==> config.mk <==
export PLATFORM = sky130hd
export DESIGN_NAME = sra_port
export DESIGN_NICKNAME = d
export VERILOG_FILES = /design/src/hdl/sra_pkg.sv /design/src/hdl/sra_port.sv /design/src/hdl/sra_sync.sv /design/src/hdl/sra_edge.sv
export SDC_FILE = /design/constraint.sdc
export NUM_CORES = 1
export LEC_CHECK = 0
export BUFFER_PORTS_ARGS = -buffer_cell sky130_fd_sc_hd__buf_4
export CORE_MARGIN = 2
export CORE_UTILIZATION = 57
export CTS_BUF_LIST = sky130_fd_sc_hd__clkbuf_16
export DETAILED_ROUTE_END_ITERATION = 8
export PLACE_DENSITY = 0.79
export SYNTH_ARGS = -nofsm -noshare
export SYNTH_HDL_FRONTEND = slang
export SYNTH_SLANG_ARGS = --single-unit
==> constraint.sdc <==
create_clock -name clk -period 2.2 [get_ports clk]
set_input_delay 0.11 -clock clk [delete_from_list [all_inputs] [get_ports clk]]
set_output_delay 0.11 -clock clk [all_outputs]
set_load 0.005 [all_outputs]
==> src/hdl/sra_pkg.sv <==
// Shared constants, types and helpers of the SPI register access port
package sra_pkg;

  localparam int SRA_BYTE_W = 8;
  localparam logic [7:0] SRA_RESET_CODE = 8'h7a;
  localparam logic [7:0] SRA_CMD_PTR_DEF = 8'h7d;
  localparam logic [7:0] SRA_CMD_WRITE_DEF = 8'h7e;
  localparam logic [7:0] SRA_CMD_READ_DEF = 8'h7f;
  localparam logic [7:0] SRA_PTR_RST = 8'h00;
  localparam logic [7:0] SRA_BYTE_RST = 8'h00;
  localparam logic [7:0] SRA_TX_RST = 8'hff;
  localparam logic [2:0] SRA_BIT_RST = 3'h0;
  localparam logic [2:0] SRA_LAST_BIT = 3'h7;
  localparam logic [2:0] SRA_PIN_IDLE = 3'h7;

  typedef enum logic [1:0] {
    PH_CMD,
    PH_PTR,
    PH_WRITE,
    PH_READ
  } sra_phase_type;

  // Access request towards the device register space
  typedef struct packed {
    logic [7:0] addr;
    logic [7:0] wdata;
    logic we;
  } sra_reg_req_type;

  // Serial pins, raw or after synchronisation
  typedef struct packed {
    logic sclk;
    logic cs_n;
    logic mosi;
  } sra_pins_type;

  function automatic logic [7:0] sra_inc8(input logic [7:0] v);
    sra_inc8 = v + 8'h01;
  endfunction : sra_inc8

endpackage : sra_pkg

==> src/hdl/sra_port.sv <==
// SPI slave giving an external master access to the 8-bit register space
//
// Functional notes
// (RULE_01) Four-wire full duplex only, no three-wire
// (RULE_02) Every command and data item is eight bits
// (RULE_03) Sample on rising clock, clock idles high
// (RULE_04) Only four commands; other codes do nothing (the code decodes three: set pointer, write, read)
// (RULE_05) Shift out pointer byte while shifting in
// (RULE_06) Write is command then data byte
// (RULE_07) Read: master keeps clocking per wanted byte
// (RULE_08) Respond only while chip select is low
// (RULE_09) Pointer increments after read/write, wraps at FFh
// (RULE_10) No timeout on idle clock or select
// (RULE_11) Several commands per chip select frame
// (RULE_12) Two 7Ah bytes reset the serial interface
// (RULE_13) Set pointer loads pointer and fetches register
// (RULE_14) Write: fetch, store, then increment pointer
// (RULE_15) Set-pointer and write return bytes may be invalid
// (RULE_16) Command codes are design parameters
// (RULE_17) Output off and partial byte cleared when deselected
`timescale 1ns/10ps
`default_nettype none
module sra_port
  import sra_pkg::*;
#(
  parameter logic [7:0] CMD_PTR = SRA_CMD_PTR_DEF,
  parameter logic [7:0] CMD_WRITE = SRA_CMD_WRITE_DEF,
  parameter logic [7:0] CMD_READ = SRA_CMD_READ_DEF
) (
  // Clock and reset
  input wire logic clk,
  input wire logic resetn,
  // Serial link
  input wire logic spi_sclk,
  input wire logic spi_cs_n,
  input wire logic spi_mosi,
  output logic spi_miso,
  output logic spi_miso_oe,
  // Register space of the device core
  output sra_reg_req_type reg_req,
  input wire logic [7:0] reg_rdata
);

  sra_pins_type pins_raw;
  sra_pins_type pins_s;
  logic sclk_rise;
  logic sclk_fall;
  logic cs_rise;
  logic cs_fall;

  assign pins_raw = '{sclk: spi_sclk, cs_n: spi_cs_n, mosi: spi_mosi};

  sra_sync u_sync (
    .clk(clk),
    .resetn(resetn),
    .pins_i(pins_raw),
    .pins_o(pins_s)
  );

  sra_edge u_sclk_edge (
    .clk(clk),
    .resetn(resetn),
    .level_i(pins_s.sclk),
    .rise_o(sclk_rise),
    .fall_o(sclk_fall)
  );

  sra_edge u_cs_edge (
    .clk(clk),
    .resetn(resetn),
    .level_i(pins_s.cs_n),
    .rise_o(cs_rise),
    .fall_o(cs_fall)
  );

  sra_phase_type phase_q;
  sra_phase_type phase_d;
  logic [2:0] bitcnt_q;
  logic [2:0] bitcnt_d;
  logic [7:0] rx_q;
  logic [7:0] rx_d;
  logic [7:0] tx_q;
  logic [7:0] tx_d;
  logic [7:0] ptr_q;
  logic [7:0] ptr_d;
  logic [7:0] wdata_q;
  logic [7:0] wdata_d;
  logic prev7a_q;
  logic prev7a_d;
  logic we_q;
  logic we_d;
  logic fetch_q;
  logic fetch_d;
  logic inc_q;
  logic inc_d;
  logic oe_q;
  logic oe_d;
  logic [7:0] byte_w;
  logic byte_done;

  // Byte as it stands after the current rising edge, MSB first
  assign byte_w = {rx_q[6:0], pins_s.mosi};
  assign byte_done = sclk_rise && !pins_s.cs_n && (bitcnt_q == SRA_LAST_BIT);

  always_comb begin
    phase_d = phase_q;
    bitcnt_d = bitcnt_q;
    rx_d = rx_q;
    tx_d = tx_q;
    ptr_d = ptr_q;
    wdata_d = wdata_q;
    prev7a_d = prev7a_q;
    we_d = 1'b0;
    fetch_d = 1'b0;
    inc_d = 1'b0;
    oe_d = oe_q;
    if (inc_q) begin
      ptr_d = sra_inc8(ptr_q); // RULE_09
    end
    if (fetch_q) begin
      tx_d = reg_rdata; // RULE_13
    end
    if (pins_s.cs_n) begin
      // Deselected: drop partial byte, release the output
      oe_d = 1'b0; // RULE_17 RULE_08
      bitcnt_d = SRA_BIT_RST; // RULE_17
      rx_d = SRA_BYTE_RST;
      phase_d = PH_CMD;
    end else if (cs_fall) begin
      // First bit must be on the line before the first falling edge
      oe_d = 1'b1; // RULE_01
      tx_d = reg_rdata; // RULE_05
    end else if (sclk_rise) begin
      // Count only advances on clock edges; no idle limit
      rx_d = byte_w; // RULE_03 RULE_10
      bitcnt_d = bitcnt_q + 3'h1; // RULE_02
      if (byte_done) begin
        tx_d = reg_rdata; // RULE_05 RULE_14
        if ((byte_w == SRA_RESET_CODE) && prev7a_q) begin
          phase_d = PH_CMD; // RULE_12
          prev7a_d = 1'b0;
        end else begin
          prev7a_d = (byte_w == SRA_RESET_CODE); // RULE_12
          case (phase_q)
            PH_CMD: begin
              // Unknown codes fall through untouched
              if (byte_w == CMD_PTR) begin // RULE_16
                phase_d = PH_PTR; // RULE_04
              end else if (byte_w == CMD_WRITE) begin
                phase_d = PH_WRITE; // RULE_04
              end else if (byte_w == CMD_READ) begin
                phase_d = PH_READ; // RULE_04
                inc_d = 1'b1; // RULE_09
              end
            end
            PH_PTR: begin
              ptr_d = byte_w; // RULE_13
              fetch_d = 1'b1; // RULE_13
              phase_d = PH_CMD; // RULE_11
            end
            PH_WRITE: begin
              we_d = 1'b1; // RULE_14
              wdata_d = byte_w;
              inc_d = 1'b1; // RULE_14
              phase_d = PH_CMD; // RULE_11
            end
            PH_READ: begin
              inc_d = 1'b1; // RULE_09
            end
            default: begin
              phase_d = PH_CMD;
            end
          endcase
        end
      end
    end else if (sclk_fall && (bitcnt_q != SRA_BIT_RST)) begin
      // No shift on the fall that presents a fresh byte's first bit
      tx_d = {tx_q[6:0], 1'b1}; // RULE_05
    end
  end

  always_ff @(posedge clk) begin
    if (!resetn) begin
      phase_q <= PH_CMD;
      bitcnt_q <= SRA_BIT_RST;
      rx_q <= SRA_BYTE_RST;
      tx_q <= SRA_TX_RST;
      ptr_q <= SRA_PTR_RST;
      wdata_q <= SRA_BYTE_RST;
      prev7a_q <= 1'b0;
      we_q <= 1'b0;
      fetch_q <= 1'b0;
      inc_q <= 1'b0;
      oe_q <= 1'b0;
    end else begin
      phase_q <= phase_d;
      bitcnt_q <= bitcnt_d;
      rx_q <= rx_d;
      tx_q <= tx_d;
      ptr_q <= ptr_d;
      wdata_q <= wdata_d;
      prev7a_q <= prev7a_d;
      we_q <= we_d;
      fetch_q <= fetch_d;
      inc_q <= inc_d;
      oe_q <= oe_d;
    end
  end

  // Write strobe uses the pointer before its increment lands
  assign reg_req = '{addr: ptr_q, wdata: wdata_q, we: we_q};
  assign spi_miso = tx_q[7];
  assign spi_miso_oe = oe_q;
endmodule : sra_port
`default_nettype wire

==> src/hdl/sra_sync.sv <==
// Two-stage synchroniser for the serial pins
`timescale 1ns/10ps
`default_nettype none
module sra_sync
  import sra_pkg::*;
(
  // Clock and reset
  input wire logic clk,
  input wire logic resetn,
  // Pins in, synchronised copy out
  input wire sra_pins_type pins_i,
  output sra_pins_type pins_o
);

  sra_pins_type meta_q;
  sra_pins_type meta_d;
  sra_pins_type sync_q;
  sra_pins_type sync_d;

  always_comb begin
    meta_d = pins_i;
    sync_d = meta_q;
  end

  // Idle level is all high, so reset does not fake an edge
  always_ff @(posedge clk) begin
    if (!resetn) begin
      meta_q <= SRA_PIN_IDLE;
      sync_q <= SRA_PIN_IDLE;
    end else begin
      meta_q <= meta_d;
      sync_q <= sync_d;
    end
  end

  assign pins_o = sync_q;

endmodule : sra_sync
`default_nettype wire

==> src/hdl/sra_edge.sv <==
// Rise and fall detector on a synchronised level
`timescale 1ns/10ps
`default_nettype none
module sra_edge (
  // Clock and reset
  input wire logic clk,
  input wire logic resetn,
  // Level in, edge pulses out
  input wire logic level_i,
  output logic rise_o,
  output logic fall_o
);

  logic prev_q;
  logic prev_d;

  always_comb begin
    prev_d = level_i;
  end

  always_ff @(posedge clk) begin
    if (!resetn) begin
      prev_q <= 1'b1;
    end else begin
      prev_q <= prev_d;
    end
  end

  assign rise_o = level_i & ~prev_q;
  assign fall_o = ~level_i & prev_q;

endmodule : sra_edge
`default_nettype wire

Word-level counts from Yosys, hierarchy flattened --
Cells that the tools add are included.
Word-level totals: input port bits 13, memories 0, logic and storage cells 82, memory bits (read-only) 0, bits in registers 49, latch bits 0, RAM bits 0
Cells by class: add/sub/neg operators 2, $mul 0, divide/modulo/power cells 0, $lt $le $gt $ge 0, equality and inequality tests 9, reductions and logical operators 16, multiplexer cells 25, bitwise operators 11, shift-type cells 0
Operators with widths (count):
- $mux W8 | 13
- $eq A8 B7 Y1 const B | 4
- $add A8 B1 Y8 const B | 1
- $mux W2 | 4
- $not A1 Y1 | 8
- $mux W1 | 6
- $reduce_and A6 Y1 | 1
- $reduce_bool A3 Y1 | 2
- $reduce_or A2 Y1 | 3
- $reduce_or A6 Y1 | 1
- $ne A5 B5 Y1 const B | 1
- $reduce_and A5 Y1 | 1
- $eq A2 B2 Y1 const B | 2
- $logic_and A1 B1 Y1 | 4
- $pmux W2 S2 | 1
- $reduce_and A4 Y1 | 1
- $add A3 B1 Y3 const B | 1
- $and A1 B1 Y1 | 3
- $eq A3 B3 Y1 const B | 1
- $eq A2 B1 Y1 const B | 1
- $logic_not A2 Y1 | 1
- $pmux W1 S2 | 1
- $reduce_and A2 Y1 | 1
- $logic_not A1 Y1 | 1

Logic depth before layout (Yosys ltp) --
Gate-level depths: netlist (run 1).
word-level depth 8, mapped depth 8, gate-level depth less buffers 7

By module --
A second synthesis (run 1) with hierarchy kept.
Second synthesis, totals: cell total of the unflattened synthesis 248, area, all modules 2293.4 sq um
By module, submodules not included:
- sra_port | instances 1, area an instance 2058.2 sq um, cells an instance 228
- sra_sync | instances 1, area an instance 157.7 sq um, cells an instance 12
- sra_edge | instances 2, area an instance 38.8 sq um, cells an instance 4

Worst setup path before layout (run 1) --
No wires, ideal clock.
path type flip-flop to flip-flop, from reg bitcnt_q[0], to reg tx_q[4], arrival 1.580 ns, path buffers 0, stages on the path, launching flop included 8, path slack 0.489 ns, clock period less this slack 1.711 ns, required time 2.070 ns, path through dfxtp_1 -> ha_1 -> ha_1 -> and2b_1 -> o21ai_0 -> a21oi_1 -> a2111oi_0 -> o31ai_1
Between the ends: cells in the longest elaborated chain, start to end 6, elaborated cells between the ends (all ways) 9
RTL lines:
- from (decl) | line sra_port.sv:78 | logic [2:0] bitcnt_q;
- from (signal assigned) | line sra_port.sv:197 | bitcnt_q <= bitcnt_d;
- $eq A3 B3 Y1 or $reduce_bool A3 Y1 (tied branches) | line sra_port.sv:103, sra_port.sv:176
- $logic_and A1 B1 Y1 (on tied branches) | line sra_port.sv:103, sra_port.sv:176
- $mux W8 (on tied branches) | line sra_port.sv:137, sra_port.sv:176
- $mux W8 * | line sra_port.sv:133 | end else if (sclk_rise) begin
- $mux W8 * | line sra_port.sv:129 | end else if (cs_fall) begin
- $mux W8 * | line sra_port.sv:123 | if (pins_s.cs_n) begin
- to (signal assigned) | line sra_port.sv:199 | tx_q <= tx_d;
- to (decl) | line sra_port.sv:82 | logic [7:0] tx_q;
Every way passes the cells marked *; elsewhere a longest branch is shown, timed or not. A chain may end at the register's enable or synchronous reset.

Worst setup path after layout (run 1) --
from reg bitcnt_q[0], to reg tx_q[2]
The elaborated chain is that of the path after synthesis.

==> impl_summary.md, run 1 <==
Status
The flow ran to the end, and the final reports show no timing, DRC or antenna violations.

Synth
Measured against the total synthesized area, the mux share comes to 0.0934. The most instantiated flip-flop cell in the synthesis netlist is sky130_fd_sc_hd__dfxtp_1. Yosys mapped the design onto 47 distinct sky130hd cell types. The number of flip-flops and latches in the synthesized netlist is 49.

The proportion of synthesized chip area in sequential cells is 0.398. The xor and xnor fraction of the mapped netlist area is 0.0249. The number of cells produced by synthesis is about 280. The adder-cell share of the synthesized area is 0.0406. The share of the synthesized area in the top cell type is 0.398.

Of the total synthesized cell area, the portion taken by AND, OR, NAND and NOR gates is 0.231. The main combinational cell family by area after synthesis is simple AND/OR/NAND/NOR gates. The post-synthesis net count is roughly 300. The share of async-settable or async-resettable flops after synthesis is 0.

The number of synthesized flops with an enable pin is 0. In the post-synthesis netlist, the biggest area contributors are sky130_fd_sc_hd__dfxtp_1 40%, sky130_fd_sc_hd__mux2i_1 5.7%, sky130_fd_sc_hd__o21ai_0 5.1%. The average cell area after synthesis is 8.87 um^2. Yosys printed 0 warnings. The cell area that synthesis handed to floorplanning was between 2000 and 2500 um^2.

The biggest area contributor in the post-synthesis netlist is sky130_fd_sc_hd__dfxtp_1. The complex-gate fraction of the synthesized area came to 0.158.

CTS
The total setup buffers inserted after CTS is 0. The number of clock buffers added by TritonCTS is 5. The TritonCTS clock tree is yes. In this run, post-CTS hold repair placed 0 buffers. The number of H-tree levels is 2. The buffer type at the clock tree root is sky130_fd_sc_hd__clkbuf_16. The register clock-pin slew on the reported worst setup and hold paths is about 0.06 ns. The later pin in the worst-skew pair is clocked with a latency of between 0.2 and 0.3 ns.

The number of resized instances in the post-cts repair step is 0. Counting along the longest clock path gives a buffer depth of 2. The total number of clock tree sinks is between 40 and 50.

Detailed routing
The count of antenna-violating nets left after detailed routing is 0. The mean routed wirelength per cell is 14.2 um. The number of design rule violations left after detail routing is 0. The first-pass iteration count of the detailed router is 4.

The aggregate routed wire length is ~5.1 mm. The number of vias per cell is between 5 and 6. The first-iteration detailed-routing DRC count is ~130. Across all layers, the routed design uses 2049 vias.

Floorplan
From left edge to right edge, the die measures about 70 um. The starting utilization of the core area is 0.603. The vertical extent of the die is 69.8 um. The floorplan step defined a die boundary enclosing 4870 um^2. In this run the core area contains 23 standard-cell rows. The core region is about 4100 um^2. In this run the count of I/O pins placed on the die edge is 32.

STA
The remaining max-slew budget at the tightest pin is 0.624. The number of endpoints with negative hold slack in the final report is 0. The worst clock skew is 0.00687 ns. Of the available clock period, the critical path in the final layout requires 0.892. In the final timing run, aggregate negative setup slack is 0 ns. Setup repair after global routing left no endpoint under its margin.

The transition time of the tightest slew-check pin is between 0.5 and 0.6 ns. Based on the critical path, the design can be clocked at up to between 500 and 600 MHz. The minimum clock period after layout is 1.96 ns. Setup violations remaining at the end of the flow were counted as 0. The number of slew-limit violations in the final report came to 0.

Power and ir drop
In this run the static leakage power is roughly 1.1 nW. The worst voltage drop across the vdd grid is between 0.0004 and 0.0005 V. The ratio of total power to cell area is ~600 nW/um^2.

GRT
The layer with the highest usage after global routing is met2. The number of antenna violations at the first check in global routing is 0. The number of global-route vias before repair was 1934. The pin count of the biggest net entering global routing is 27.

For met3 alone, demand over resource in global routing was 0.0509. The first global-routing pass estimated slightly below 9 mm of wire. For met2 alone, demand over resource in global routing was 0.353. In the global route stage, overall resource usage came out at 0.217. For met1 alone, demand over resource in global routing was 0.282.

The total overflow left after global routing is 0.

Final layout
The count of fill cells added during filler insertion is around 350. Of the cells placed in the final design, the portion with a size suffix greater than 1 is 0.193. The number of nets in the finished design is about 330. From synthesis to final layout, the design area changed by 15.1%. The number of antenna diodes in the final layout is 0.

The post-route cell area is between 2000 and 3000 um^2. The final core area utilization is 0.694. After the flow finishes, the layout carries non-filler instances totaling 356.

Worst hold path
The path class of the tightest hold or removal check is in -> reg.

Setup path
In this run the worst path has a maximum fanout of 4. Among cell families on the critical path, the largest total delay comes from simple AND/OR/NAND/NOR gates. The critical path required time is about 2.4 ns. The sort of element at the start of the critical path is a flip-flop.

The combined buffer and inverter count along the critical path is 0. The cell that appears most often on the critical path is sky130_fd_sc_hd__ha_1. STA classifies the critical path endpoint as a flip-flop.

The signal on the critical path passes through ha_1 -> ha_1 -> and2b_1 -> nor4_1 -> a221oi_1 -> a21oi_1 -> o21a_1. The arrival time reported for the critical path endpoint is 2.20 ns. The worst setup path is of the reg -> reg kind. The critical-path cell with the highest stage delay is sky130_fd_sc_hd__nor4_1. The largest single stage delay on the critical path is between 0.4 and 0.5 ns.

Place
The final HPWL from detailed placement is between 3 and 4 mm. In this run the tool buffered the top-level ports with 31 buffer cells. The placed cell area is around 2700 um^2. The final weighted congestion in routability-driven placement is just under 0.8.

The placed cell count is approximately 350.

Job
Across the run, the number of max-cap violations was 0.
-- per-stage QoR --
stage                     hold slack (ns)  setup slack, ns  power [mW]
after global placement              0.292            0.326        1.02
after floorplan                     0.211            0.489       0.986
final                             0.00792            0.237        1.72
after detailed placement            0.295            0.292        1.02
after CTS                         0.00258            0.285        1.73
after global routing              0.00740            0.151        1.78
-- logic make-up (layout without fill, tap and decap cells) --
| family | count (synthesis) | count (layout) |
|---|---|---|
| AND/OR/NAND/NOR | 104 | 104 |
| AO/OA/AOI/OAI | 63 | 63 |
| flip-flops | 49 | 49 |
| buffers and inverters | 25 | 53 |
| multiplexers | 22 | 22 |
| adder cells (fa/ha/maj) | 8 | 8 |
| XOR/XNOR | 7 | 7 |
-- path summary, 6_finish.rpt --
kind,cells after the start,from,to,slack (ns)
setup / recovery,7,bitcnt_q[0]$_SDFFE_PP0P_,tx_q[2]$_SDFF_PN1_,0.24
hold / removal,2,spi_mosi,u_sync.meta_q[0]$_SDFF_PN1_,0.008
setup reg to reg,7,bitcnt_q[0]$_SDFFE_PP0P_,tx_q[2]$_SDFF_PN1_,0.24
hold reg to reg,1,u_sync.meta_q[0]$_SDFF_PN1_,u_sync.pins_o[0]$_SDFF_PN1_,0.41
-- cell usage after synthesis, types with 2 or more instances --
cell type                  count
sky130_fd_sc_hd__and3_1        2
sky130_fd_sc_hd__o21ai_0      25
sky130_fd_sc_hd__nand2_1      19
sky130_fd_sc_hd__nand3_1      19
sky130_fd_sc_hd__inv_1         9
sky130_fd_sc_hd__clkbuf_1      6
sky130_fd_sc_hd__nand4_1       5
sky130_fd_sc_hd__nand2b_1     10
sky130_fd_sc_hd__dfxtp_1      49
sky130_fd_sc_hd__buf_2         4
sky130_fd_sc_hd__a221oi_1      3
sky130_fd_sc_hd__mux2_2        8
sky130_fd_sc_hd__mux2i_1      14
sky130_fd_sc_hd__a31oi_1       3
sky130_fd_sc_hd__o21a_1        4
sky130_fd_sc_hd__buf_4         3
sky130_fd_sc_hd__ha_1          8
sky130_fd_sc_hd__o211ai_1      2
sky130_fd_sc_hd__nand2b_4      2
sky130_fd_sc_hd__or3_1         3
sky130_fd_sc_hd__xnor2_1       6
sky130_fd_sc_hd__o211a_1       2
sky130_fd_sc_hd__a21oi_1      14
sky130_fd_sc_hd__nand3b_1      2
sky130_fd_sc_hd__nand3_4       2
sky130_fd_sc_hd__buf_6         3
sky130_fd_sc_hd__o31ai_1       3
sky130_fd_sc_hd__nor2_1       29
-- sequential cells by signal, indices dropped and copies added, names as in the netlist --
name and flops:
ptr_q 8, tx_q 8, wdata_q 8, rx_q 7, bitcnt_q 3, u_sync.meta_q 3, u_sync.pins_o 3, phase_q 2
fetch_q 1, inc_q 1, prev7a_q 1, spi_miso_oe 1, u_cs_edge.prev_q 1, u_sclk_edge.prev_q 1, we_q 1
-- cells in the final DEF (no fill, tap or decap), types with 6 or more instances in the layout --
| cell type | n |
|---|---|
| sky130_fd_sc_hd__buf_4 | 36 |
| sky130_fd_sc_hd__mux2i_1 | 14 |
| sky130_fd_sc_hd__inv_1 | 9 |
| sky130_fd_sc_hd__mux2_2 | 8 |
| sky130_fd_sc_hd__nand3_1 | 19 |
| sky130_fd_sc_hd__nand2_1 | 19 |
| sky130_fd_sc_hd__ha_1 | 8 |
| sky130_fd_sc_hd__nand2b_1 | 10 |
| sky130_fd_sc_hd__a21oi_1 | 14 |
| sky130_fd_sc_hd__nor2_1 | 29 |
| sky130_fd_sc_hd__o21ai_0 | 25 |
| sky130_fd_sc_hd__dfxtp_1 | 49 |
| sky130_fd_sc_hd__xnor2_1 | 6 |
-- power by group --
part / internal, mW / total (mW) / switching [mW] / leakage, nW
logic: 0.0419 / 0.0848 / 0.0429 / 0.662
clock network: 0.411 / 0.723 / 0.312 / 0.0687
registers: 0.901 / 0.913 / 0.0128 / 0.397
total: 1.35 / 1.72 / 0.367 / 1.13
-- layer usage --
layer | part of all wire | wire length (um)
met5 | 0 | 0
met1 | 0.47 | 2360
met2 | 0.47 | 2360
met4 | 0.016 | 80
met3 | 0.049 | 249
-- cell type report --
type                            instances  area (um^2)  share of cell area
Inverter                                9         33.8              0.0119
Timing Repair Buffer                   36          270              0.0952
Sequential cell                        49          981               0.346
Tap cell                               50         62.6              0.0220
Clock inverter                          3         12.5             0.00441
Clock buffer                            5          125              0.0441
Multi-Input combinational cell        204         1350               0.477
-- worst reg2reg max path: cells and delay by family, from the launching register on --
family                     cells  cell delay [ns]
DFF                            1             0.33
and+or+nand+nor                2             0.65
AOI/OAI and AO/OA              3             0.51
adders and majority gates      2             0.43
Power figures use the tool's default switching activity.
==> run 2, diff against run 1 <==
--- a/config.mk
+++ b/config.mk
@@ -5,6 +5,7 @@
 export SDC_FILE = /design/constraint.sdc
 export NUM_CORES = 1
 export LEC_CHECK = 0
+export ABC_AREA = 1
 export BUFFER_PORTS_ARGS = -buffer_cell sky130_fd_sc_hd__buf_4
 export CORE_MARGIN = 2
 export CORE_UTILIZATION = 57
==> run 2 against run 1 <==
Net effect:
- synthesized cell count up 16%
- non-clock buffer count shrank 2
- first-iteration DRC count rose by 16%
- global-route usage up 1.2 points
- combinational power increased by 18%
- fmax is 11% higher
- setup slack better by 0.20 ns
- via count grew 6.2%
- clock-buffer cell count stayed put
- critical path type unchanged
- final cell count up 13%
- synthesized area grew 0.10%
- clock power is 7.9% higher
- critical endpoint is now ptr_q[1]$_SDFF_PN0_
==> impl_summary.md, run 2 <==
Setup path
The biggest fanout along the worst timing path is 14 (was 4). The minimum setup slack among reg-to-reg paths is 0.44 ns (was 0.24 ns). The worst flop-to-flop path startpoint is bitcnt_q[0]$_SDFFE_PP0P_ (unchanged). The number of cells on the worst reg-to-reg path was 10 (was 7). The sort of element at the start of the critical path is a flip-flop (unchanged). The critical path required time is 2.42 ns (was 2.43 ns). The end of the worst register-to-register path is ptr_q[1]$_SDFF_PN0_ (was tx_q[2]$_SDFF_PN1_). The critical path class is reg -> reg (unchanged). The arrival time reported for the critical path endpoint was 1.99 ns (was 2.20 ns). The type of element capturing the critical path is a flip-flop (unchanged).

Worst hold path
The origin of the worst min-delay path is spi_sclk (was spi_mosi). The hold path endpoint was u_sync.meta_q[2]$_SDFF_PN1_ (was u_sync.meta_q[0]$_SDFF_PN1_). The worst hold path stage count was 2 (unchanged).

The worst hold path class is in -> reg (unchanged).

CTS
The clock latency at the later pin of the worst-skew pair is 0.29 ns (was 0.28 ns). The total setup buffers inserted after CTS came to 0 (unchanged). The number of buffers created by CTS came to 5 (unchanged). The total number of clock tree sinks is 49 (unchanged). The number of H-tree levels is 2 (unchanged). The number of hold-repair buffers added at the cts stage is 0 (unchanged). The register clock-pin slew on the reported worst setup and hold paths was 0.07 ns (was 0.06 ns).

The buffer type at the clock tree root is sky130_fd_sc_hd__clkbuf_16 (unchanged). The maximum clock path buffer count is 2 (unchanged). The TritonCTS clock tree is yes (unchanged). The number of resized instances in the post-cts repair step came to 0 (unchanged).

Synth
The share of the synthesized area in the top cell type came to 0.397 (was 0.398). The complex-gate fraction of the synthesized area came to 0.225 (was 0.158). The number of warning messages in the yosys log came to 0 (unchanged). The main combinational cell family by area after synthesis is compound AO/OA/AOI/OAI gates (was simple AND/OR/NAND/NOR gates). The post-synthesis cell type count is 40 (was 47). The biggest area consumer among synthesized cells is sky130_fd_sc_hd__dfxtp_1 (unchanged). The adder-cell share of the synthesized area is 0.0405 (was 0.0406). The multiplexer area fraction after synthesis is 0.00456 (was 0.0934). The number of cells produced by synthesis came to 322 (was 278).

The most instantiated flip-flop cell in the synthesis netlist is sky130_fd_sc_hd__dfxtp_1 (unchanged). Top post-synthesis cells by count: 49 x sky130_fd_sc_hd__dfxtp_1, 47 x sky130_fd_sc_hd__nand2_1, 39 x sky130_fd_sc_hd__o21ai_0, 33 x sky130_fd_sc_hd__inv_1, 32 x sky130_fd_sc_hd__a21oi_1 (was 49 x sky130_fd_sc_hd__dfxtp_1, 29 x sky130_fd_sc_hd__nor2_1, 25 x sky130_fd_sc_hd__o21ai_0, 19 x sky130_fd_sc_hd__nand2_1, 19 x sky130_fd_sc_hd__nand3_1). Top cells by area in the synthesized netlist: sky130_fd_sc_hd__dfxtp_1 40%, sky130_fd_sc_hd__o21ai_0 7.9%, sky130_fd_sc_hd__nand2_1 7.1% (was sky130_fd_sc_hd__dfxtp_1 40%, sky130_fd_sc_hd__mux2i_1 5.7%, sky130_fd_sc_hd__o21ai_0 5.1%). The proportion of synthesized chip area in sequential cells is 0.397 (was 0.398). The average cell area after synthesis is 7.67 um^2 (was 8.87 um^2). The number of synthesized flops with an enable pin came to 0 (unchanged). The post-synthesis simple-gate area fraction is 0.220 (was 0.231). The number of flip-flops and latches in the synthesized netlist is 49 (unchanged).

The most common cell in the synthesized netlist is sky130_fd_sc_hd__dfxtp_1 (unchanged). The synthesized cell area is 2470 um^2 (about the same). The xor and xnor fraction of the mapped netlist area was 0.0248 (was 0.0249). The post-synthesis net count came to 343 (was 299). The share of async-settable or async-resettable flops after synthesis was 0 (unchanged).

Place
The number of buffers added on ports is 31 (unchanged). The final weighted congestion in routability-driven placement was 0.825 (was 0.781). The worst slack after detailed placement is 0.456 ns (was 0.292 ns). The final HPWL from detailed placement is 3.84 mm (was 3.61 mm).

The placed cell count came to 396 (was 348).

Floorplan
The width of the die was 69.8 um (about the same). The starting utilization of the core area is 0.604 (was 0.603). The vertical extent of the die is 69.8 um (about the same). The die outline area was 4870 um^2 (about the same). The number of core rows is 23 (unchanged). The area of the core is 4090 um^2 (unchanged). The number of placed I/O pins is 32 (unchanged).

STA
Setup repair after global routing missed its margin: no (unchanged). The worst clock skew was 0.00541 ns (was 0.00687 ns). The transition time of the tightest slew-check pin is 0.516 ns (was 0.559 ns). The post-route worst setup slack is 0.438 ns (was 0.237 ns).

The final-report setup violation count came to 0 (unchanged). The number of slew-limit violations in the final report came to 0 (unchanged). The number of endpoints with negative hold slack in the final report is 0 (unchanged). The post-route setup TNS came to 0 ns (unchanged). The share of the clock period used by the worst path is 0.801 (was 0.892). The remaining max-slew budget at the tightest pin is 0.655 (was 0.624). The minimum clock period after layout is 1.76 ns (was 1.96 ns). The upper clock frequency limit is 568 MHz (was 509 MHz).

Detailed routing
The first-iteration detailed-routing DRC count is 149 (was 128). The routed via count is 2176 (was 2049). The count of antenna-violating nets left after detailed routing is 0 (unchanged).

The mean routed wirelength per cell is 13.3 um (was 14.2 um). The aggregate routed wire length was 5.36 mm (was 5.05 mm). The first-pass iteration count of the detailed router is 5 (was 4). The number of design rule violations left after detail routing was 0 (unchanged). The number of vias per cell came to 5.39 (was 5.76).

GRT
The number of global-route vias before repair came to 1972 (was 1934). The number of antenna violations at the first check in global routing came to 0 (unchanged). The overall fraction of global-route tracks in use was 0.229 (was 0.217). The global-route congestion overflow total was 0 (unchanged).

The wire length of the first global-routing pass is 9.03 mm (was 8.76 mm). The pin count of the biggest net entering global routing is 23 (was 27).

Final layout
Largest registers: ptr_q (8), tx_q (8), wdata_q (8) (unchanged). The count of antenna diodes in the layout came to 0 (unchanged). The most common library cell in the layout ignoring fill and taps is sky130_fd_sc_hd__dfxtp_1 (unchanged).

The count of fill cells added during filler insertion is 341 (was 354). The area added between synthesis and finish is 16.2% (was 15.1%). The number of nets in the finished design was 374 (was 326).

The share of cells above drive strength 1 is 0.212 (was 0.193). Most frequent cells in the layout: 49 x sky130_fd_sc_hd__dfxtp_1, 47 x sky130_fd_sc_hd__nand2_1, 39 x sky130_fd_sc_hd__o21ai_0 (was 49 x sky130_fd_sc_hd__dfxtp_1, 36 x sky130_fd_sc_hd__buf_4, 29 x sky130_fd_sc_hd__nor2_1). The final instance count without filler cells came to 404 (was 356).

Power and ir drop
The worst voltage drop across the vdd grid is 0.000513 V (was 0.000481 V). The static leakage is 1.25 nW (was 1.13 nW). The ratio of total power to cell area was 624 nW/um^2 (was 607 nW/um^2). The sum of internal, switching and leakage power came to 1.79 mW (was 1.72 mW).

Job
The max-capacitance violation count is 0 (unchanged).

Status
Outcome: finished, final reports clean (unchanged).
run 2: critical path: stages, from the launching register on:
cell                      delay, ns
sky130_fd_sc_hd__dfxtp_1       0.36
sky130_fd_sc_hd__ha_1          0.16
sky130_fd_sc_hd__ha_1          0.18
sky130_fd_sc_hd__nand2_4       0.10
sky130_fd_sc_hd__nor2_8        0.13
sky130_fd_sc_hd__nand2_4       0.08
sky130_fd_sc_hd__nor2_2        0.10
sky130_fd_sc_hd__nand2_2       0.21
sky130_fd_sc_hd__inv_2         0.15
sky130_fd_sc_hd__o21ai_0       0.08
sky130_fd_sc_hd__a21oi_1       0.14
run 2: final cells by class:
cell class,instances,area (um^2),area share
well taps,50,62.6,0.0218
clock inverters,3,26.3,0.00916
repair buffers,34,255,0.0890
clock buffers,5,125,0.0436
flip-flops and latches,49,981,0.342
inverters,38,148,0.0515
multi-input cells,225,1270,0.443
run 2: layer usage:
metal	global-route usage	vias up	wire, um
met3	0.0465	7	219
met5	0	-	0
met1	0.309	1002	2550
li1	-	1130	-
met2	0.367	37	2520
met4	0.0726	0	66
run 2: kinds of logic (layout without fill, tap and decap cells):
family,after synthesis,count (layout)
AOI/OAI and AO/OA,97,97
xor gates and xnor gates,7,7
adders and majority gates,8,8
buffers and inverters,48,80
DFF,49,49
muxes,1,1
and+or+nand+nor,112,112
run 2: how the worst max path moves through the flow:
stage                        startpoint                  end  cells past startpoint
2_1_floorplan  bitcnt_q[0]$_SDFFE_PP0P_  ptr_q[0]$_SDFF_PN0_                     10
3_3_place_gp   bitcnt_q[0]$_SDFFE_PP0P_  ptr_q[5]$_SDFF_PN0_                     10
3_5_place_dp   bitcnt_q[0]$_SDFFE_PP0P_  ptr_q[1]$_SDFF_PN0_                     10
4_1_cts        bitcnt_q[0]$_SDFFE_PP0P_  ptr_q[1]$_SDFF_PN0_                     10
5_1_grt        bitcnt_q[0]$_SDFFE_PP0P_  ptr_q[1]$_SDFF_PN0_                     10
6_report       bitcnt_q[0]$_SDFFE_PP0P_  ptr_q[1]$_SDFF_PN0_                     10
run 2: stage by stage:
| stage | hold WS, ns | util | cell area (um^2) |
|---|---|---|---|
| after global placement | 0.297 | 0.665 | 2720 |
| after floorplan | 0.217 | - | 2470 |
| after detailed placement | 0.300 | 0.665 | 2720 |
| after CTS | 0.00206 | 0.702 | 2870 |
| final | 0.00280 | 0.702 | 2870 |
| after global routing | 0.00336 | 0.702 | 2870 |
run 2: report_power, final:
group	switching, mW	internal (mW)	leakage, nW
logic	0.0570	0.0435	0.787
clock network	0.351	0.429	0.0680
registers	0.00902	0.901	0.398
total	0.417	1.37	1.25
==> run 3, diff against run 2 <==
--- a/config.mk
+++ b/config.mk
@@ -8,10 +8,10 @@
 export ABC_AREA = 1
 export BUFFER_PORTS_ARGS = -buffer_cell sky130_fd_sc_hd__buf_4
 export CORE_MARGIN = 2
-export CORE_UTILIZATION = 57
+export CORE_UTILIZATION = 52
 export CTS_BUF_LIST = sky130_fd_sc_hd__clkbuf_16
 export DETAILED_ROUTE_END_ITERATION = 8
-export PLACE_DENSITY = 0.79
+export PLACE_DENSITY = 0.76
 export SYNTH_ARGS = -nofsm -noshare
 export SYNTH_HDL_FRONTEND = slang
 export SYNTH_SLANG_ARGS = --single-unit
==> constraint.sdc (replaced) <==
create_clock -name clk -period 1.5 [get_ports clk]
set_input_delay 0.075 -clock clk [delete_from_list [all_inputs] [get_ports clk]]
set_output_delay 0.075 -clock clk [all_outputs]
set_load 0.005 [all_outputs]
==> run 3 against run 2 <==
Net effect:
- final cell count increased by 8.7%
- setup slack got worse by 0.43 ns
- non-clock buffer count increased by 29
- register-to-register slack got worse by 0.43 ns
- clock skew increased by 0.0015 ns
- core utilization increased by 0.96 points
- sequential share of layout area decreased by 4.4 points
- clock-buffer cell count unchanged
- sequential power increased by 46%
- largest power group unchanged
- via count increased by 7.7%
- critical path depth unchanged
- combinational power increased by 79%
==> impl_summary.md, run 3 (same netlist as run 2, synthesis figures left out) <==
Detailed routing
The first-iteration detailed-routing DRC count is 201 (was 149). The routed via count was 2344 (was 2176). The number of design rule violations left after detail routing is 0 (unchanged). The number of vias per cell is 5.34 (was 5.39). The first-pass iteration count of the detailed router is 4 (was 5). The count of antenna-violating nets left after detailed routing is 0 (unchanged). The mean routed wirelength per cell is 13.6 um (was 13.3 um). The aggregate routed wire length is 5.97 mm (was 5.36 mm).

Setup path
The arrival time reported for the critical path endpoint is 1.71 ns (was 1.99 ns). The biggest fanout along the worst timing path was 7 (was 14). The sort of element at the start of the critical path is a flip-flop (unchanged). The type of element capturing the critical path is a flip-flop (unchanged). The critical path required time is 1.73 ns (was 2.42 ns). The minimum setup slack among reg-to-reg paths is 0.01 ns (was 0.44 ns).

The critical path class is reg -> reg (unchanged). The worst flop-to-flop path startpoint is bitcnt_q[0]$_SDFFE_PP0P_ (unchanged). The end of the worst register-to-register path is wdata_q[0]$_SDFFE_PN0P_ (was ptr_q[1]$_SDFF_PN0_). The number of cells on the worst reg-to-reg path was 10 (unchanged).

Worst hold path
The hold path endpoint is tx_q[3]$_SDFF_PN1_ (was u_sync.meta_q[2]$_SDFF_PN1_). The origin of the worst min-delay path was reg_rdata[3] (was spi_sclk). The worst hold path class is in -> reg (unchanged). The worst hold path stage count is 3 (was 2).

CTS
The number of buffers created by CTS is 5 (unchanged). The total number of clock tree sinks was 49 (unchanged). The buffer type at the clock tree root is sky130_fd_sc_hd__clkbuf_16 (unchanged). The number of H-tree levels is 2 (unchanged). The TritonCTS clock tree was yes (unchanged).

The clock latency at the later pin of the worst-skew pair is 0.29 ns (about the same). The register clock-pin slew on the reported worst setup and hold paths was 0.07 ns (about the same). The maximum clock path buffer count is 2 (unchanged).

Floorplan
The starting utilization of the core area is 0.530 (was 0.604). The number of core rows is 25 (was 23). The die outline area is 5310 um^2 (was 4870 um^2).

The area of the core came to 4660 um^2 (was 4090 um^2). The width of the die is 72.9 um (was 69.8 um). The number of placed I/O pins came to 32 (unchanged). The vertical extent of the die is 72.9 um (was 69.8 um).

Power and ir drop
The worst voltage drop across the vdd grid is 0.000520 V (was 0.000513 V). The ratio of total power to cell area is 846 nW/um^2 (was 624 nW/um^2). The static leakage is 1.43 nW (was 1.25 nW).

STA
The upper clock frequency limit is 672 MHz (was 568 MHz). The share of the clock period used by the worst path is 0.992 (was 0.801). Setup repair after global routing missed its margin: yes (was no).

The remaining max-slew budget at the tightest pin is 0.761 (was 0.655). The worst hold slack was 0.0292 ns (was 0.00280 ns). The final-report setup violation count is 0 (unchanged). The number of slew-limit violations in the final report was 0 (unchanged). The number of endpoints with negative hold slack in the final report is 0 (unchanged). The transition time of the tightest slew-check pin came to 0.356 ns (was 0.516 ns). The worst clock skew is 0.00688 ns (was 0.00541 ns). The post-route worst setup slack came to 0.0114 ns (was 0.438 ns). The minimum clock period after layout is 1.49 ns (was 1.76 ns).

GRT
The wire length of the first global-routing pass came to 9.28 mm (was 9.03 mm). The global-route congestion overflow total is 0 (unchanged). The number of global-route vias before repair is 2113 (was 1972). The global-route met3 utilization is 0.0428 (was 0.0465).

The number of antenna violations at the first check in global routing was 0 (unchanged). The met2 layer usage reported by global route came to 0.362 (was 0.367). The pin count of the biggest net entering global routing is 22 (was 23). The layer with the highest usage after global routing is met2 (unchanged). The met1 track utilization from global routing was 0.288 (was 0.309). The overall fraction of global-route tracks in use was 0.223 (was 0.229).

Place
The worst slack after detailed placement is -0.0657 ns (was 0.456 ns). The final weighted congestion in routability-driven placement is 0.842 (was 0.825). The number of buffers added on ports is 31 (unchanged).

The final HPWL from detailed placement is 3.94 mm (was 3.84 mm).

Status
Outcome: finished, final reports clean (unchanged).

Final layout
The share of cells above drive strength 1 was 0.340 (was 0.212). Most frequent cells in the layout: 55 x sky130_fd_sc_hd__buf_4, 45 x sky130_fd_sc_hd__nand2_1, 45 x sky130_fd_sc_hd__dfxtp_1 (was 49 x sky130_fd_sc_hd__dfxtp_1, 47 x sky130_fd_sc_hd__nand2_1, 39 x sky130_fd_sc_hd__o21ai_0). The most common library cell in the layout ignoring fill and taps is sky130_fd_sc_hd__buf_4 (was sky130_fd_sc_hd__dfxtp_1). The number of nets in the finished design is 405 (was 374). Largest registers: ptr_q (8), tx_q (8), wdata_q (8) (unchanged). The count of antenna diodes in the layout came to 0 (unchanged). The area added between synthesis and finish is 34.4% (was 16.2%). The final core area utilization is 0.712 (was 0.702).

Job
The max-capacitance violation count is 0 (unchanged).
-- run 3: critical path, stage by stage (launching register included) --
cell and delay (ns):
sky130_fd_sc_hd__dfxtp_4 0.37, sky130_fd_sc_hd__ha_4 0.14, sky130_fd_sc_hd__ha_4 0.13, sky130_fd_sc_hd__nand2_4 0.06, sky130_fd_sc_hd__nor2_8 0.10, sky130_fd_sc_hd__nand2_4 0.08, sky130_fd_sc_hd__nor2_4 0.17, sky130_fd_sc_hd__nand2_8 0.11
sky130_fd_sc_hd__clkinv_8 0.09, sky130_fd_sc_hd__o21ai_2 0.05, sky130_fd_sc_hd__a21oi_1 0.11
-- run 3: metrics by stage --
step / total power, mW / TNS (ns) / std cells / cell area, um^2
after global routing: 2.89 / -0.825 / 439 / 3320
after floorplan: 1.45 / 0 / 322 / 2490
after detailed placement: 1.52 / -0.305 / 424 / 2930
after CTS: 2.81 / 0 / 436 / 3150
after global placement: 1.52 / -0.0302 / 424 / 2930
final: 2.81 / 0 / 439 / 3320
-- run 3: per-layer routing --
| metal | routed length [um] | up-vias |
|---|---|---|
| li1 | - | 1200 |
| met4 | 140 | 0 |
| met3 | 350 | 13 |
| met1 | 2760 | 1060 |
| met2 | 2720 | 71 |
| met5 | 0 | - |
-- run 3: timing repair --
action / in CTS / in global routing
pin swaps: 3 / 11
endpoints found under the hold margin: 3 / 0
gates resized for setup: 5 / 55
cloned: 1 / 2
hold buffers: 3 / 0
setup buffers: 0 / 1
endpoints found under the setup margin: 14 / 27
-- run 3: final cells by class --
type                       count  area [um^2]
clock inverter                 3         43.8
sequential                    49          988
multi-input combinational    226         1420
tap                           54         67.6
fill                         355         1340
timing repair inverter         1         11.3
inverter                      38          160
clock buffer                   5          125
timing repair buffer          63          499
-- run 3: power by group --
group	internal, mW	switching, mW	leakage [nW]
logic	0.0811	0.0974	0.949
registers	1.32	0.0106	0.400
clock network	0.790	0.508	0.0842
total	2.19	0.616	1.43
-- run 3: worst max-delay path by stage --
stage,start,end,cells past startpoint
after floorplan,bitcnt_q[0]$_SDFFE_PP0P_,ptr_q[0]$_SDFF_PN0_,10
after global placement,bitcnt_q[1]$_SDFFE_PP0P_,ptr_q[0]$_SDFF_PN0_,10
after detailed placement,bitcnt_q[1]$_SDFFE_PP0P_,ptr_q[2]$_SDFF_PN0_,9
after CTS,fetch_q$_SDFF_PP0_,tx_q[7]$_SDFF_PN1_,5
after global routing,bitcnt_q[0]$_SDFFE_PP0P_,ptr_q[2]$_SDFF_PN0_,9
final,bitcnt_q[0]$_SDFFE_PP0P_,wdata_q[0]$_SDFFE_PN0P_,10
